## src/pd_sideband_pkg.sv

```systemverilog
/*
  Package for the PD sideband block: timing, addresses, capability words,
  and the carrier structs shared by the top module.
  Assumes a single 250 MHz clock and a synchronous active-high reset.
*/
`default_nettype none

package pd_sideband_pkg;

  // ****************************************************************
  // Clock and timing
  // ****************************************************************
  localparam int unsigned CLK_PERIOD_PS = 4000;      // 4 ns period
  localparam int unsigned RAIL_SETTLE_US = 100;      // Least time after rail up
  // Least time rounds up to whole cycles
  localparam int unsigned RAIL_SETTLE_CYC =
    (RAIL_SETTLE_US * 1000000 + CLK_PERIOD_PS - 1) / CLK_PERIOD_PS;

  // ****************************************************************
  // Secondary target port addresses
  // ****************************************************************
  localparam logic [6:0] ADDR_PORT_A = 7'h38;        // Port A status
  localparam logic [6:0] ADDR_PORT_B = 7'h3F;        // Port B status

  // ****************************************************************
  // Capability words: voltage in 50 mV units, current in 10 mA units
  // ****************************************************************
  localparam logic [9:0] SRC_V_5V = 10'h064;         // 5 V
  localparam logic [9:0] SRC_I_1A5 = 10'h096;        // 1.5 A
  localparam logic [9:0] SNK_V_5V = 10'h064;         // 5 V
  localparam logic [9:0] SNK_V_9V = 10'h0B4;         // 9 V
  localparam logic [9:0] SNK_V_15V = 10'h12C;        // 15 V
  localparam logic [9:0] SNK_V_20V = 10'h190;        // 20 V
  localparam logic [9:0] SNK_I_3A = 10'h12C;         // 3 A

  // ****************************************************************
  // Reset values
  // ****************************************************************
  localparam logic RST_COMPANION_N = 1'b0;           // Companion held in reset
  localparam logic [7:0] RST_STATUS = 8'h00;         // No data connection

  // Sequencer states
  typedef enum logic [1:0] {
    SEQ_LOAD   = 2'b00,  // Own configuration load
    SEQ_WAIT   = 2'b01,  // Waiting on rail and settle time
    SEQ_ACTIVE = 2'b10   // Companion released
  } seq_e;

  // Port event group from the policy engine
  typedef struct packed {
    logic flip;        // Cable orientation
    logic dp_mode;     // Display mode selected
    logic tunnel;      // High-speed tunnelling entered
  } port_evt_s;

  // SBU mux controls
  typedef struct packed {
    logic a_sel;       // sbu_a_path_select
    logic b_sel;       // sbu_b_path_select
    logic aux_on;      // sbu_aux_path_on
    logic ls_on;       // sbu_lowspeed_path_on
  } sbu_ctl_s;

endpackage : pd_sideband_pkg

`default_nettype wire

```

## src/pd_sideband.sv

```systemverilog
/*
  PD sideband top: companion reset sequencing after configuration load,
  a dual-address I2C target for per-port status with a shared interrupt,
  and SBU mux control from port 0 events.
  Assumes the flash loader, policy engine and primary controller port are
  outside; I2C pins arrive asynchronously and are open drain.
*/
`default_nettype none

// Notes on behaviour
// - Device reads shared flash before companion
// - Hold companion reset until config loaded
// - Pin zero only drives companion reset
// - Release 100 us after companion rail
// - Target answers addresses 38h and 3Fh
// - First address port A, second port B
// - One shared interrupt for both ports
// - Port 0 events drive SBU mux
// - Primary port controls SoC data unit
// - Controller reaches device via target port
// - Source offers 5 V at 1.5 A
// - Sink offers 5/9/15/20 V at 3 A

module pd_sideband
  import pd_sideband_pkg::*;
#(
  parameter int unsigned SETTLE_CYC = RAIL_SETTLE_CYC  // Shorten in simulation
) (
  input wire logic I_MCLK,
  input wire logic I_RST,
  input wire logic I_CFG_DONE,            // Own config load finished
  input wire logic I_COMPANION_3V3_RAIL,  // Companion supply good (async)
  input wire logic I_BOOT_GATE_EN,        // Controller asks to wait for boot
  input wire logic I_SYS_BOOTED,          // System boot finished
  input wire port_evt_s I_PORT0_EVT,      // Port 0 events
  input wire logic [7:0] I_STAT_A,        // Port A data status
  input wire logic [7:0] I_STAT_B,        // Port B data status
  input wire logic I_STAT_CHG,            // Pulse: status changed
  input wire logic I_SCL,                 // Target clock pin
  input wire logic I_SDA,                 // Target data pin in
  output logic O_SDA_OE,                  // Pull data low when high
  output logic O_SDA,                     // Always low when enabled
  output logic O_COMPANION_RST_LINE_N,    // Companion reset, active low
  output logic O_FLASH_GRANT_COMPANION,   // Companion may use flash
  output logic O_IRQ_N,                   // Shared interrupt, active low
  output logic [9:0] O_SRC_V,             // Source offer voltage
  output logic [9:0] O_SRC_I,             // Source offer current
  output logic [39:0] O_SNK_V,            // Four sink voltages
  output logic [9:0] O_SNK_I,             // Sink current
  output sbu_ctl_s O_SBU                  // SBU mux controls
);

  // ****************************************************************
  // Pin synchronisers
  // ****************************************************************
  // Three stages; a change counts when stages two and three agree
  logic [2:0] rail_sync_ff;
  logic [2:0] scl_sync_ff;
  logic [2:0] sda_sync_ff;
  logic rail_ok_ff;
  logic scl_ff;
  logic sda_ff;

  // Shift in pin levels
  always_ff @(posedge I_MCLK) begin
    if (I_RST) begin
      rail_sync_ff <= 3'h0;
      scl_sync_ff <= 3'h7;
      sda_sync_ff <= 3'h7;
    end else begin
      rail_sync_ff <= {rail_sync_ff[1:0], I_COMPANION_3V3_RAIL};
      scl_sync_ff <= {scl_sync_ff[1:0], I_SCL};
      sda_sync_ff <= {sda_sync_ff[1:0], I_SDA};
    end
  end

  // Filtered levels update only on agreement
  always_ff @(posedge I_MCLK) begin
    if (I_RST) begin
      rail_ok_ff <= 1'b0;
      scl_ff <= 1'b1;
      sda_ff <= 1'b1;
    end else begin
      if (rail_sync_ff[1] == rail_sync_ff[2]) begin
        rail_ok_ff <= rail_sync_ff[2];
      end
      if (scl_sync_ff[1] == scl_sync_ff[2]) begin
        scl_ff <= scl_sync_ff[2];
      end
      if (sda_sync_ff[1] == sda_sync_ff[2]) begin
        sda_ff <= sda_sync_ff[2];
      end
    end
  end

  // ****************************************************************
  // Companion reset sequencer
  // ****************************************************************
  seq_e seq_ff;
  seq_e nxt_seq;
  logic [31:0] settle_cnt_ff;
  logic settle_done;
  logic boot_ok;

  assign settle_done = (settle_cnt_ff >= SETTLE_CYC);
  assign boot_ok = !I_BOOT_GATE_EN || I_SYS_BOOTED;

  // Next state; losing the rail in SEQ_ACTIVE falls back to waiting
  always_comb begin
    nxt_seq = seq_ff;
    unique case (seq_ff)
      SEQ_LOAD: begin
        if (I_CFG_DONE) begin
          nxt_seq = SEQ_WAIT;
        end
      end
      SEQ_WAIT: begin
        if (rail_ok_ff && settle_done && boot_ok) begin
          nxt_seq = SEQ_ACTIVE;
        end
      end
      SEQ_ACTIVE: begin
        if (!rail_ok_ff) begin
          nxt_seq = SEQ_WAIT;
        end
      end
      // Unused code: start over and hold the companion
      default: begin
        nxt_seq = SEQ_LOAD;
      end
    endcase
  end

  // State register
  always_ff @(posedge I_MCLK) begin
    if (I_RST) begin
      seq_ff <= SEQ_LOAD;
    end else begin
      seq_ff <= nxt_seq;
    end
  end

  // Settle counter restarts whenever the rail drops
  always_ff @(posedge I_MCLK) begin
    if (I_RST || !rail_ok_ff) begin
      settle_cnt_ff <= 32'h0;
    end else if (!settle_done) begin
      settle_cnt_ff <= settle_cnt_ff + 32'h1;
    end
  end

  // Reset line and flash ownership
  always_ff @(posedge I_MCLK) begin
    if (I_RST) begin
      O_COMPANION_RST_LINE_N <= RST_COMPANION_N;
      O_FLASH_GRANT_COMPANION <= 1'b0;
    end else begin
      O_COMPANION_RST_LINE_N <= (nxt_seq == SEQ_ACTIVE);
      O_FLASH_GRANT_COMPANION <= (nxt_seq != SEQ_LOAD);
    end
  end

  // ****************************************************************
  // Secondary target port
  // ****************************************************************
  // Read-only status target; writes are acknowledged and dropped
  logic scl_d_ff;
  logic sda_d_ff;
  logic active_ff;       // Inside a transaction
  logic [3:0] bit_cnt_ff;
  logic [7:0] shift_ff;
  logic addr_phase_ff;
  logic ack_ff;          // In an ack slot, ours or the controller's after read data
  logic rd_ff;           // Read transaction
  logic sel_b_ff;        // Port B selected
  logic send_ff;         // Driving data bits
  logic [7:0] tx_ff;
  logic scl_rise;
  logic scl_fall;
  logic start_c;
  logic stop_c;

  assign scl_rise = scl_ff && !scl_d_ff;
  assign scl_fall = !scl_ff && scl_d_ff;
  assign start_c = scl_ff && scl_d_ff && sda_d_ff && !sda_ff;
  assign stop_c = scl_ff && scl_d_ff && !sda_d_ff && sda_ff;

  // Delayed copies for edge detection
  always_ff @(posedge I_MCLK) begin
    if (I_RST) begin
      scl_d_ff <= 1'b1;
      sda_d_ff <= 1'b1;
    end else begin
      scl_d_ff <= scl_ff;
      sda_d_ff <= sda_ff;
    end
  end

  // Bit engine
  always_ff @(posedge I_MCLK) begin
    if (I_RST || stop_c) begin
      active_ff <= 1'b0;
      bit_cnt_ff <= 4'h0;
      shift_ff <= 8'h00;
      addr_phase_ff <= 1'b0;
      ack_ff <= 1'b0;
      rd_ff <= 1'b0;
      sel_b_ff <= 1'b0;
      send_ff <= 1'b0;
      tx_ff <= 8'h00;
    end else if (start_c) begin
      active_ff <= 1'b1;
      bit_cnt_ff <= 4'h0;
      addr_phase_ff <= 1'b1;
      ack_ff <= 1'b0;
      send_ff <= 1'b0;
    end else if (active_ff && scl_rise && !ack_ff && !send_ff) begin
      shift_ff <= {shift_ff[6:0], sda_ff};
      bit_cnt_ff <= bit_cnt_ff + 4'h1;
    end else if (active_ff && scl_rise && send_ff) begin
      bit_cnt_ff <= bit_cnt_ff + 4'h1;
    end else if (active_ff && scl_rise && ack_ff && rd_ff && !addr_phase_ff) begin
      // Controller's ack on read data; nack ends our drive
      if (sda_ff) begin
        active_ff <= 1'b0;
      end
    end else if (active_ff && scl_fall) begin
      if (ack_ff) begin
        // End of ack slot
        ack_ff <= 1'b0;
        addr_phase_ff <= 1'b0;
        bit_cnt_ff <= 4'h0;
        send_ff <= rd_ff;
        if (rd_ff) begin
          tx_ff <= sel_b_ff ? I_STAT_B : I_STAT_A;
        end
      end else if (send_ff && bit_cnt_ff == 4'h8) begin
        send_ff <= 1'b0;
        ack_ff <= 1'b1;
      end else if (send_ff) begin
        tx_ff <= {tx_ff[6:0], 1'b0};
      end else if (bit_cnt_ff == 4'h8) begin
        if (addr_phase_ff) begin
          if (shift_ff[7:1] == ADDR_PORT_A || shift_ff[7:1] == ADDR_PORT_B) begin
            ack_ff <= 1'b1;
            rd_ff <= shift_ff[0];
            sel_b_ff <= (shift_ff[7:1] == ADDR_PORT_B);
          end else begin
            active_ff <= 1'b0;
          end
        end else begin
          ack_ff <= 1'b1;
        end
      end
    end
  end

  // Data pin drive: ack low in address and write-data ack slots, data bits on reads
  always_ff @(posedge I_MCLK) begin
    if (I_RST) begin
      O_SDA_OE <= 1'b0;
      O_SDA <= 1'b0;
    end else begin
      O_SDA <= 1'b0;
      // A data bit stands until the clock falls; letting go while
      // the clock is high would look like a stop to the controller
      O_SDA_OE <= active_ff && ((ack_ff && (addr_phase_ff || !rd_ff)) ||
                  (send_ff && !tx_ff[7]));
    end
  end

  // ****************************************************************
  // Shared interrupt
  // ****************************************************************
  // One line for both ports; set wins over read clear
  always_ff @(posedge I_MCLK) begin
    if (I_RST) begin
      O_IRQ_N <= 1'b1;
    end else if (I_STAT_CHG) begin
      O_IRQ_N <= 1'b0;
    end else if (ack_ff && rd_ff && addr_phase_ff && scl_fall) begin
      O_IRQ_N <= 1'b1;
    end
  end

  // ****************************************************************
  // SBU mux and capability words
  // ****************************************************************
  // Port 0 events to mux
  always_ff @(posedge I_MCLK) begin
    if (I_RST) begin
      O_SBU <= '0;
    end else begin
      O_SBU.a_sel <= I_PORT0_EVT.flip;
      O_SBU.b_sel <= I_PORT0_EVT.flip;
      O_SBU.aux_on <= I_PORT0_EVT.dp_mode;
      O_SBU.ls_on <= I_PORT0_EVT.tunnel;
    end
  end

  // Fixed offers; is served by the external primary port
  always_ff @(posedge I_MCLK) begin
    O_SRC_V <= SRC_V_5V;
    O_SRC_I <= SRC_I_1A5;
    O_SNK_V <= {SNK_V_20V, SNK_V_15V, SNK_V_9V, SNK_V_5V};
    O_SNK_I <= SNK_I_3A;
  end

endmodule : pd_sideband

`default_nettype wire

```

## config.mk

```make
export PLATFORM = sky130hd
export DESIGN_NAME = pd_sideband
export DESIGN_NICKNAME = d
export VERILOG_FILES = /design/src/pd_sideband_pkg.sv /design/src/pd_sideband.sv
export SDC_FILE = /design/constraint.sdc
export NUM_CORES = 1
export LEC_CHECK = 0
export BUFFER_PORTS_ARGS = -buffer_cell sky130_fd_sc_hd__buf_2
export CAP_MARGIN = 20
export CORE_MARGIN = 4
export CORE_UTILIZATION = 35
export CTS_CLUSTER_DIAMETER = 120
export DETAILED_ROUTE_END_ITERATION = 10
export SLEW_MARGIN = 20
export SYNTH_ARGS = -nofsm -noshare
export SYNTH_HDL_FRONTEND = slang
export SYNTH_SLANG_ARGS = --single-unit
```

## constraint.sdc

```tcl
create_clock -name I_MCLK -period 2.6 [get_ports I_MCLK]
set_input_delay 0.78 -clock I_MCLK [delete_from_list [all_inputs] [get_ports I_MCLK]]
set_output_delay 0.78 -clock I_MCLK [all_outputs]
set_load 0.01 [all_outputs]
```

Word level (Yosys, flattened, before mapping)
Index checks and enable logic that the tools add are counted.
{"block": "word_totals", "regBits": 81}
{"block": "op_classes", "n_addsub": 2, "magnitude_cmp": 1, "eq_ne": 20, "muxes": 42, "n_bitwise": 7, "n_reduce_logical": 62}
{"op": "$mux W8", "n": 5}
{"op": "$add A32 B1 Y32 const B", "n": 1}
{"op": "$ge A32 B15 Y1 const B", "n": 1}
{"op": "$mux W1", "n": 28}
{"op": "$logic_and A1 B1 Y1", "n": 24}
{"op": "$mux W4", "n": 5}
{"op": "$reduce_bool A3 Y1", "n": 5}
{"op": "$eq A7 B6 Y1 const B", "n": 2}
{"op": "$ne A3 B3 Y1 const B", "n": 4}
{"op": "$reduce_bool A2 Y1", "n": 6}
{"op": "$logic_not A1 Y1", "n": 11}
{"op": "$reduce_and A11 Y1", "n": 1}
{"op": "$reduce_and A10 Y1", "n": 1}
{"op": "$reduce_and A5 Y1", "n": 2}
{"op": "$ne A2 B2 Y1 const B", "n": 4}
{"op": "$reduce_and A8 Y1", "n": 1}
{"op": "$not A1 Y1", "n": 7}
{"op": "$logic_or A1 B1 Y1", "n": 6}
{"op": "$mux W2", "n": 3}
{"op": "$ne A3 B1 Y1 const B", "n": 2}
{"op": "$pmux W2 S3", "n": 1}
{"op": "$add A4 B1 Y4 const B", "n": 1}
{"op": "$eq A2 B2 Y1 const B", "n": 2}
{"op": "$eq A4 B4 Y1 const B", "n": 1}
{"op": "8 further kinds", "n": 10}

Longest topological paths before layout
Gate-level depths: netlist of the first run.
{"block": "depth", "word_depth": 13, "depth_mapped": 8, "ltp_nobuf": 8}

Least setup slack after synthesis of the first run
No wires, ideal clock.
{"block": "synth_timing", "path_kind": "reg2reg", "startpoint": "register settle_cnt_ff[9]", "endpoint": "register settle_cnt_ff[3]", "setup_ps": 59, "t_arrival_ps": 1884, "t_required_ps": 2541, "slack_ps": 657, "path_stages_with_launch": 7, "n_path_buf": 1, "period_less_slack_ps": 1943, "path_cell_list": "dfxtp_1 -> or4_4 -> o311ai_4 -> buf_6 -> nand2_4 -> or4_1 -> nand2_1"}
{"block": "synth_via", "elab_chain_len": 1}
{"item": "from (decl)", "line": "pd_sideband.sv:101", "source": "logic [31:0] settle_cnt_ff;"}
{"item": "from (signal assigned)", "line": "pd_sideband.sv:148", "source": "settle_cnt_ff <= settle_cnt_ff + 32'h1;"}
{"item": "$ge A32 B15 Y1", "line": "pd_sideband.sv:105", "source": "assign settle_done = (settle_cnt_ff >= SETTLE_CYC);"}
Every way passes these cells.
A chain may end at the register's enable or synchronous reset.

Worst setup path after layout of the first run
Same ends and word-level chain as after synthesis.

==> summary.txt, run 1 <==
Status
  – Status: completed

Die
  – Die ar.: ~13,000 um^2
  – # rows: 37
  – Die Ht: roughly 110 um
  – Top-Level Pins: roughly 110
  – Initial core utilization: 0.364
  – Die X-Extent: between 100 and 150 um
  – Core area: about 10,000 um^2

Place
  – Dpl hpwl: between 4000 and 5000 um
  – GPL Wtd Cong: about 0.77
  – PortBufs: 35
  – Placed Area: ~3900 um^2
  – Cells after DPL: 586

Final layout
  – Non-filler cells, final: ~600
  – FILL cells: ~1,100
  – Footprint of the multi-input gates: approximately 1800 um^2
  – Area growth, synth to finish: 7.02%
  – Fin area: 4080 um^2
  – Storage cell area: 1620 um^2
  – Diode count: 0
  – Final #Nets: slightly below 500
  – Final core utilization: 0.390
  – Layout cell share with drive strength beyond 1: 0.159

Critical path
  – Critical path class: reg -> reg
  – Crit path required time: around 2900 ps
  – WP data arrival: between 2000 and 2500 ps
  – Worst stage delay on the critical path: approximately 560 ps
  – Flop2flop setup slack: 460 ps
  – Reg2Reg Capture Point: settle_cnt_ff[3]
  – Critical Path Slowest Stage Cell: or4_4
  – Type of element capturing the critical path: flip-flop
  – Cells along the critical path: or4_4, o311ai_4, buf_4, nand2_4, or4_1, nand2_1
  – CP delay by family, top: simple AND/OR/NAND/NOR gates
  – Startpoint types: flip-flop
  – FF-to-FF path depth: 6
  – Sum of buffers and inverters on the critical path: 1
  – Reg-to-reg startpoint: settle_cnt_ff[9]
  – Crit path max fanout: 8

Run
  – Max-cap violations: 0

Clock tree
  – Cts repair resizes: 0
  – Number of setup buffers added after CTS: 0
  – H-tree levels: 3
  – Root Buffer Master: clkbuf_8
  – Cts hold-fix bufs: 0
  – Clock Path Buffers: 2
  – Clk_lat worst skew: about 340 ps
  – TritonCTS clock tree: yes
  – Clock net sink count: approximately 80
  – CTS buffer count: 9
  – Reg clk slew, reported paths: about 80 ps

Drt
  – Drt via density: roughly 4.3
  – Initial DRC Count: 45
  – Antenna viol nets, final: 0
  – Vias after detailed routing: 2,588
  – Post-route DRC: 0
  – Routed wire per std cell: ~10 um
  – Drt first pass iters: 4
  – Routed WL: approximately 6300 um

Timing
  – Clock skew: around 6.1 ps
  – Post-route setup TNS: 0 ps
  – Fmax achieved: approximately 0.47 GHz
  – Tightest Pin Transition: around 510 ps
  – Final min period: around 2100 ps
  – Unrepaired setup endpoints after global routing: false
  – Slew HR: 0.662
  – Period utilization: 0.825
  – Final setup violation count: 0
  – Count of final max-slew check failures: 0
  – Final Hold Fails: 0

Yosys
  – Syn Std Cell Area: around 3800 um^2
  – Number of synthesized flops with an enable pin: 0
  – Post-synthesis sequential area ratio: 0.425
  – Top cells by area, synth: dfxtp_1 43%, buf_4 14%, mux2i_1 6.6%
  – Post-synthesis cell type count: 46
  – Mapped Cells: 424
  – Top FF cell, synth: dfxtp_1
  – Asr flop ratio synth: 0
  – Post-synth top cells: 81 x dfxtp_1, 72 x buf_4, 50 x nor2_1, 25 x mux2i_1, 23 x a21oi_1
  – Mean post-synth cell area: between 8 and 9 um^2
  – Top-count cell post-synth: dfxtp_1
  – Synth top area share: 0.425
  – Synth Register Bits: a little over 80
  – Synth area leader: dfxtp_1
  – Syn. warnings: 0

Pwr
  – Cell Pwr Density: ~560 nW/um^2
  – Peak VDD IR: 254 uV
  – Static leakage: 0.00169 uW

GRT
  – Largest net degree at the start of global routing: 21
  – Initial antenna violation count: 0
  – Global-route wire length before repair: about 11,000 um
  – Total grt overflow: 0
  – GRT Resource Usage Total: 0.0998
  – Vias in the first global route: around 2,400

Min path
  – Hold path start: sda_sync_ff[0]
  – Hold depth: 1
  – WHS Endpoint: sda_sync_ff[1]
  – Worst Hold Class: reg -> reg
-- placed cells by master, fill, tap and decap left out, drive strengths merged, types with 2 or more instances in the layout --
cell and n:
a22oi 2, or4 3, or2 11, buf 43, nand3 14, nand4 7, mux2i 25, a21oi 23
and2 19, nand4b 3, nor3 6, clkinv 3, nor4 4, and3b 3, dfxtp 81, nand3b 3
o21bai 3, nor2 50, o21ai 9, xnor2 3, conb 71, and3 2, nor2b 7, xor2 9
ha 4, nand2b 6, nand2 13, or3 2, inv 12, clkbuf 10, clkinvlp 2, o211ai 2
-- through the flow --
| stage | setup slack (ps) | total power [uW] | hold slack, ps |
|---|---|---|---|
| after detailed placement | 508 | 1400 | 396 |
| after floorplan | 657 | 1440 | 389 |
| final | 456 | 2290 | 416 |
| after CTS | 463 | 2320 | 420 |
| after global routing | 342 | 2390 | 424 |
| after global placement | 536 | 1400 | 396 |
-- logic make-up after synthesis --
family	after synthesis	share of synthesized area
other	2	0.00197
DFF	81	0.425
xor gates and xnor gates	12	0.0276
and+or+nand+nor	154	0.216
buffers and inverters	98	0.170
AOI/OAI and AO/OA	47	0.0778
adders and majority gates	4	0.0131
muxes	26	0.0686
-- per-layer routing --
layer  GRT usage  routed length [um]
met5           0                   0
met4      0.0361                  97
met3      0.0286                 424
met2       0.164                2870
met1       0.125                2890
-- how the worst max path moves through the flow --
stage / slack, ps / startpoint / depth (start not counted) / endpoint
after global routing: 340 / settle_cnt_ff[9] / 6 / settle_cnt_ff[3]
after CTS: 460 / settle_cnt_ff[9] / 6 / settle_cnt_ff[3]
final: 460 / settle_cnt_ff[9] / 6 / settle_cnt_ff[3]
after floorplan: 660 / settle_cnt_ff[9] / 6 / settle_cnt_ff[3]
after global placement: 540 / settle_cnt_ff[9] / 6 / settle_cnt_ff[3]
after detailed placement: 510 / settle_cnt_ff[9] / 6 / settle_cnt_ff[3]
-- state kept, by name, summed over array words and instances (netlist names), 2 cells and up --
name,flops
O_SBU,3
tx_ff,8
shift_ff,8
scl_sync_ff,3
rail_sync_ff,3
seq_ff,2
settle_cnt_ff,32
bit_cnt_ff,4
sda_sync_ff,3
-- layout make-up --
cell class / instances / area share
Clock inverter: 6 / 0.0166
Timing Repair Buffer: 43 / 0.0577
Sequential cell: 81 / 0.397
Tap cell: 136 / 0.0417
Clock buffer: 10 / 0.0337
Multi-Input combinational cell: 314 / 0.442
Inverter: 12 / 0.0110
-- report_power, final --
group          internal (uW)  total, uW  switching (uW)
Combinational           34.5        112            77.7
Sequential              1250       1260            6.19
Clock                    471        915             444
Note: power is estimated with default switching activity, not from simulation.
==> run 2, diff against run 1 <==
==> constraint.sdc (replaced) <==
create_clock -name I_MCLK -period 2.15 [get_ports I_MCLK]
set_input_delay 0.645 -clock I_MCLK [delete_from_list [all_inputs] [get_ports I_MCLK]]
set_output_delay 0.645 -clock I_MCLK [all_outputs]
set_load 0.01 [all_outputs]
==> run 2 against run 1 <==
Against the previous run: sequential power rose by 21%; clock power up 17%; critical endpoint is now settle_cnt_ff[10]; first-iteration DRC count increased by 60%; clock-buffer cell count unchanged; die area is the same; global-route usage is 0.12 points lower; routed wire length is 2.0% higher; total power increased by 20%; largest cell class unchanged.
==> summary.txt, run 2 (synthesized netlist as in run 1, its figures left out) <==
Status
  – Status: completed

Timing
  – Period utilization: 0.947
  – Slew HR: 0.376
  – Final setup violation count: 0
  – Count of final max-slew check failures: 0
  – Post-route setup TNS: 0 ps
  – Final min period: between 2000 and 2500 ps
  – Fmax achieved: 0.491 GHz
  – Tightest Pin Transition: between 900 and 1000 ps
  – Unrepaired setup endpoints after global routing: false
  – Final Hold Fails: 0
  – Clock skew: around 10 ps
  – Hold WS: approximately 410 ps

Clock tree
  – Reg clk slew, reported paths: roughly 80 ps
  – H-tree levels: 3
  – CTS buffer count: 9
  – Clock Path Buffers: 2
  – TritonCTS clock tree: yes
  – Clock net sink count: 81
  – Root Buffer Master: clkbuf_8
  – Clk_lat worst skew: ~350 ps

Drt
  – Antenna viol nets, final: 0
  – Drt first pass iters: 4
  – Met2 routed WL: slightly above 3000 um
  – Post-route DRC: 0
  – Highest routed layer: met4
  – M1 wire length: around 2800 um
  – Drt via density: about 4.3
  – Metal3 WL: between 500 and 600 um
  – Routed wire per std cell: between 10 and 15 um
  – Initial DRC Count: 72
  – Routed WL: 6400 um
  – Vias after detailed routing: 2,626

GRT
  – Global-route wire length before repair: approximately 10,000 um
  – GRT Resource Usage Total: 0.0986
  – Vias in the first global route: 2,410
  – Initial antenna violation count: 0
  – Total grt overflow: 0
  – Largest net degree at the start of global routing: 23

Die
  – Die ar.: approximately 13,000 um^2
  – Core area: 10,500 um^2
  – Die X-Extent: between 100 and 150 um
  – Top-Level Pins: roughly 110
  – # rows: 37
  – Die Ht: 112 um
  – Initial core utilization: 0.364

Run
  – Max-cap violations: 0

Critical path
  – Critical Path Slowest Stage Cell: or4_4
  – Flop2flop setup slack: 110 ps
  – Worst stage delay on the critical path: between 500 and 600 ps
  – Reg2Reg Capture Point: settle_cnt_ff[10]
  – Cells along the critical path: or4_4, o311ai_4, nand3_2, or4_1, nand2_1
  – Reg-to-reg startpoint: settle_cnt_ff[9]
  – FF-to-FF path depth: 5
  – Crit path max fanout: 6
  – WP data arrival: roughly 2300 ps
  – Startpoint types: flip-flop
  – Crit path required time: 2440 ps
  – Critical path class: reg -> reg
  – Type of element capturing the critical path: flip-flop

Final layout
  – FILL cells: 1,080
  – Commonest non-fill, non-tap cells in the layout: 80 x dfxtp_1, 71 x conb_1, 50 x nor2_1, 35 x buf_2, 25 x mux2i_1
  – Top reg by flops: settle_cnt_ff
  – Diode count: 0
  – Final #Nets: 495
  – Most common cell after layout, fill and taps aside: dfxtp_1
  – Largest regs: settle_cnt_ff (32), shift_ff (8), tx_ff (8)
  – Layout cell share with drive strength beyond 1: 0.162
  – Max reg flops: 32
  – Non-filler cells, final: roughly 600
  – Area growth, synth to finish: 7.22%

Min path
  – Hold path start: scl_sync_ff[0]
  – WHS Endpoint: scl_sync_ff[1]
  – Hold depth: 1
  – Worst Hold Class: reg -> reg

Place
  – GPL Wtd Cong: roughly 0.76
  – Cells after DPL: approximately 600
  – Dpl hpwl: ~4700 um
  – PortBufs: 35

Pwr
  – Total power: 2730 uW
  – Peak VDD IR: roughly 380 uV
  – Cell Pwr Density: ~670 nW/um^2
  – Static leakage: ~0.0017 uW
run 2: cell count changes in the layout (fill, tap and decap cells not counted):
cell        change
dfxtp_1         -1
clkinv_4        +1
clkinvlp_4      -1
clkbuf_8        -1
clkbuf_1        +1
dfxtp_2         +1
buf_4           +2
run 2: per-stage QoR:
stage	cell area [um^2]	utilization	worst slack (ps)
after floorplan	4070	-	207
after global placement	3870	0.370	141
after detailed placement	3870	0.370	123
after CTS	4070	0.389	89.7
after global routing	4090	0.391	22.7
final	4090	0.391	113
run 2: metal layers:
layer  global-route usage  vias up
li1                     -     1350
met1                0.117     1195
met2                0.163       76
met3               0.0404        5
met4               0.0321        0
met5                    0        -
run 2: final cells by class:
cell class,instances,area (um^2),area share
timing repair buffer,45,250,0.0612
inverter,12,45.0,0.0110
multi-input combinational,314,1800,0.441
sequential,81,1620,0.397
tap,136,170,0.0416
clock inverter,6,68.8,0.0168
clock buffer,10,128,0.0312
run 2: worst max-delay path by stage:
stage	cells after the start	to	slack, ps	startpoint
2_1_floorplan	6	settle_cnt_ff[3]	210	settle_cnt_ff[9]
3_3_place_gp	5	settle_cnt_ff[10]	140	settle_cnt_ff[9]
3_5_place_dp	5	settle_cnt_ff[10]	120	settle_cnt_ff[9]
4_1_cts	5	settle_cnt_ff[10]	90	settle_cnt_ff[9]
5_1_grt	5	settle_cnt_ff[10]	20	settle_cnt_ff[9]
6_report	5	settle_cnt_ff[10]	110	settle_cnt_ff[9]
run 2: what timing repair did:
action | in CTS | in global routing
buffers inserted | 0 | 2
endpoints found under the hold margin | 0 | 0
setup endpoints to repair | 0 | 2
gates resized for setup | 0 | 1
hold buffers | 0 | 0
run 2: power by group:
group	switching, uW	internal, uW
Combinational	94.1	41.7
Clock	534	540
Sequential	7.47	1510
run 2: worst max-delay path, delay by kind of cell (launching register included):
kind | cells | cell delay [ps]
AND/OR/NAND/NOR | 4 | 1310
flip-flops | 1 | 350
AO/OA/AOI/OAI | 1 | 310
==> run 3, diff against run 2 <==
--- a/config.mk
+++ b/config.mk
@@ -8,7 +8,7 @@
 export BUFFER_PORTS_ARGS = -buffer_cell sky130_fd_sc_hd__buf_2
 export CAP_MARGIN = 20
 export CORE_MARGIN = 4
-export CORE_UTILIZATION = 35
+export CORE_UTILIZATION = 40
 export CTS_CLUSTER_DIAMETER = 120
 export DETAILED_ROUTE_END_ITERATION = 10
 export SLEW_MARGIN = 20
==> run 3 against run 2 <==
Against the previous run: sequential power hardly changed; clock-buffer cell count is 1 lower; fmax is 0.37% higher; combinational power hardly changed; die area is 12% lower; critical path type unchanged.
==> summary.txt, run 3 (synthesized netlist as in run 1, its figures left out) <==
Die
  – Die Ht: about 110 um
  – Top-Level Pins: roughly 110
  – Die ar.: between 10,000 and 15,000 um^2
  – # rows: 35
  – Initial core utilization: 0.413
  – Die X-Extent: about 110 um
  – Core area: approximately 9200 um^2

Final layout
  – Top reg by flops: settle_cnt_ff
  – FILL cells: 910
  – Non-filler cells, final: approximately 600
  – Diode count: 0
  – Final #Nets: 496
  – Largest regs: settle_cnt_ff (32), shift_ff (8), tx_ff (8)
  – Most common cell after layout, fill and taps aside: dfxtp_1
  – Area growth, synth to finish: 7.52%
  – Commonest non-fill, non-tap cells in the layout: 81 x dfxtp_1, 71 x conb_1, 50 x nor2_1, 35 x buf_2, 25 x mux2i_1
  – Layout cell share with drive strength beyond 1: 0.166
  – Max reg flops: 32

Clock tree
  – Clock net sink count: a little over 80
  – Clock Path Buffers: 2
  – TritonCTS clock tree: yes
  – Cts hold-fix bufs: 0
  – Root Buffer Master: clkbuf_8
  – Clk_lat worst skew: approximately 350 ps
  – H-tree levels: 3
  – CTS buffer count: 9
  – Reg clk slew, reported paths: 90 ps

Critical path
  – WP data arrival: around 2300 ps
  – Crit path max fanout: 6
  – Reg2Reg Capture Point: settle_cnt_ff[10]
  – End of the critical path: settle_cnt_ff[10]
  – Cells along the critical path: or4_4, o311ai_4, nand3_2, or4_1, nand2_1
  – Worst stage delay on the critical path: around 560 ps
  – Type of element capturing the critical path: flip-flop
  – Critical Path Start: settle_cnt_ff[9]
  – Startpoint types: flip-flop
  – Reg-to-reg startpoint: settle_cnt_ff[9]
  – Critical Path Slowest Stage Cell: or4_4
  – Crit path required time: between 2000 and 2500 ps
  – Flop2flop setup slack: about 120 ps
  – Critical path class: reg -> reg
  – FF-to-FF path depth: 5

Timing
  – Post-route setup TNS: 0 ps
  – Count of final max-slew check failures: 0
  – Slew HR: 0.370
  – Hold WS: ~420 ps
  – Final Hold Fails: 0
  – Final min period: around 2000 ps
  – Tightest Pin Transition: 942 ps
  – Unrepaired setup endpoints after global routing: false
  – Period utilization: 0.944
  – Final setup violation count: 0
  – Clock skew: ~11 ps
  – Fmax achieved: just under 0.5 GHz

Pwr
  – Cell Pwr Density: just under 700 nW/um^2
  – Static leakage: around 0.0017 uW
  – Peak VDD IR: between 400 and 500 uV

GRT
  – GRT Resource Usage Total: 0.117
  – Global-route wire length before repair: between 10,000 and 15,000 um
  – Largest net degree at the start of global routing: 21
  – Vias in the first global route: approximately 2,400
  – Total grt overflow: 0
  – Initial antenna violation count: 0

Place
  – PortBufs: 35
  – Cells after DPL: slightly below 600
  – Dpl hpwl: between 4000 and 5000 um
  – GPL Wtd Cong: a little over 0.8

Run
  – Max-cap violations: 0

Min path
  – Worst Hold Class: reg -> reg

Drt
  – Drt via density: about 4.4
  – Initial DRC Count: 85
  – Drt first pass iters: 4
  – Routed wire per std cell: around 11 um
  – Post-route DRC: 0
  – Antenna viol nets, final: 0
  – Vias after detailed routing: 2,625
  – Routed WL: 6420 um

Status
  – Status: completed
-- run 3: worst min-delay path by stage --
stage	startpoint	to	slack, ps	cells after the start
finish	scl_sync_ff[0]	scl_sync_ff[1]	420	1
global route	sda_sync_ff[0]	sda_sync_ff[1]	440	1
CTS	scl_sync_ff[0]	scl_sync_ff[1]	430	1
detailed placement	scl_sync_ff[0]	scl_sync_ff[1]	410	1
global placement	scl_sync_ff[0]	scl_sync_ff[1]	400	1
floorplan	scl_sync_ff[0]	scl_sync_ff[1]	390	1
-- run 3: routing by layer --
layer	GRT usage	share of wire
met1	0.141	0.44
met2	0.191	0.48
met3	0.0484	0.064
met4	0.0333	0.011
met5	0	0
-- run 3: layout make-up --
cell class              count  area [um^2]  area share
multi-input cells         314         1810       0.441
well taps                 129          161      0.0394
repair buffers             46          262      0.0638
flip-flops and latches     81         1620       0.396
inverters                  12         45.0      0.0110
clock buffers               9          124      0.0302
clock inverters             7         76.3      0.0186
-- run 3: timing repair --
action,in CTS,in global routing
gates resized for setup,0,2
setup buffers,0,2
endpoints found under the setup margin,0,8
-- run 3: worst max-delay path: cells and delay by family (launching register included) --
family / cells / cell delay [ps]
compound gates: 1 / 270
simple gates: 4 / 1350
flops: 1 / 360
-- run 3: metrics by stage --
stage	cell area [um^2]	utilization	worst slack, ps	power [uW]
after floorplan	4070	-	207	1740
after global placement	3870	0.419	115	1690
after detailed placement	3870	0.419	84.2	1690
after CTS	4070	0.441	39.4	2820
after global routing	4100	0.444	29.0	2900
final	4100	0.444	121	2780
-- run 3: power by group --
| part | switching, uW | internal (uW) | leakage, uW |
|---|---|---|---|
| combinational | 93.8 | 41.7 | 0.000956 |
| clock | 573 | 546 | 0.0000966 |
| sequential | 7.32 | 1510 | 0.000656 |
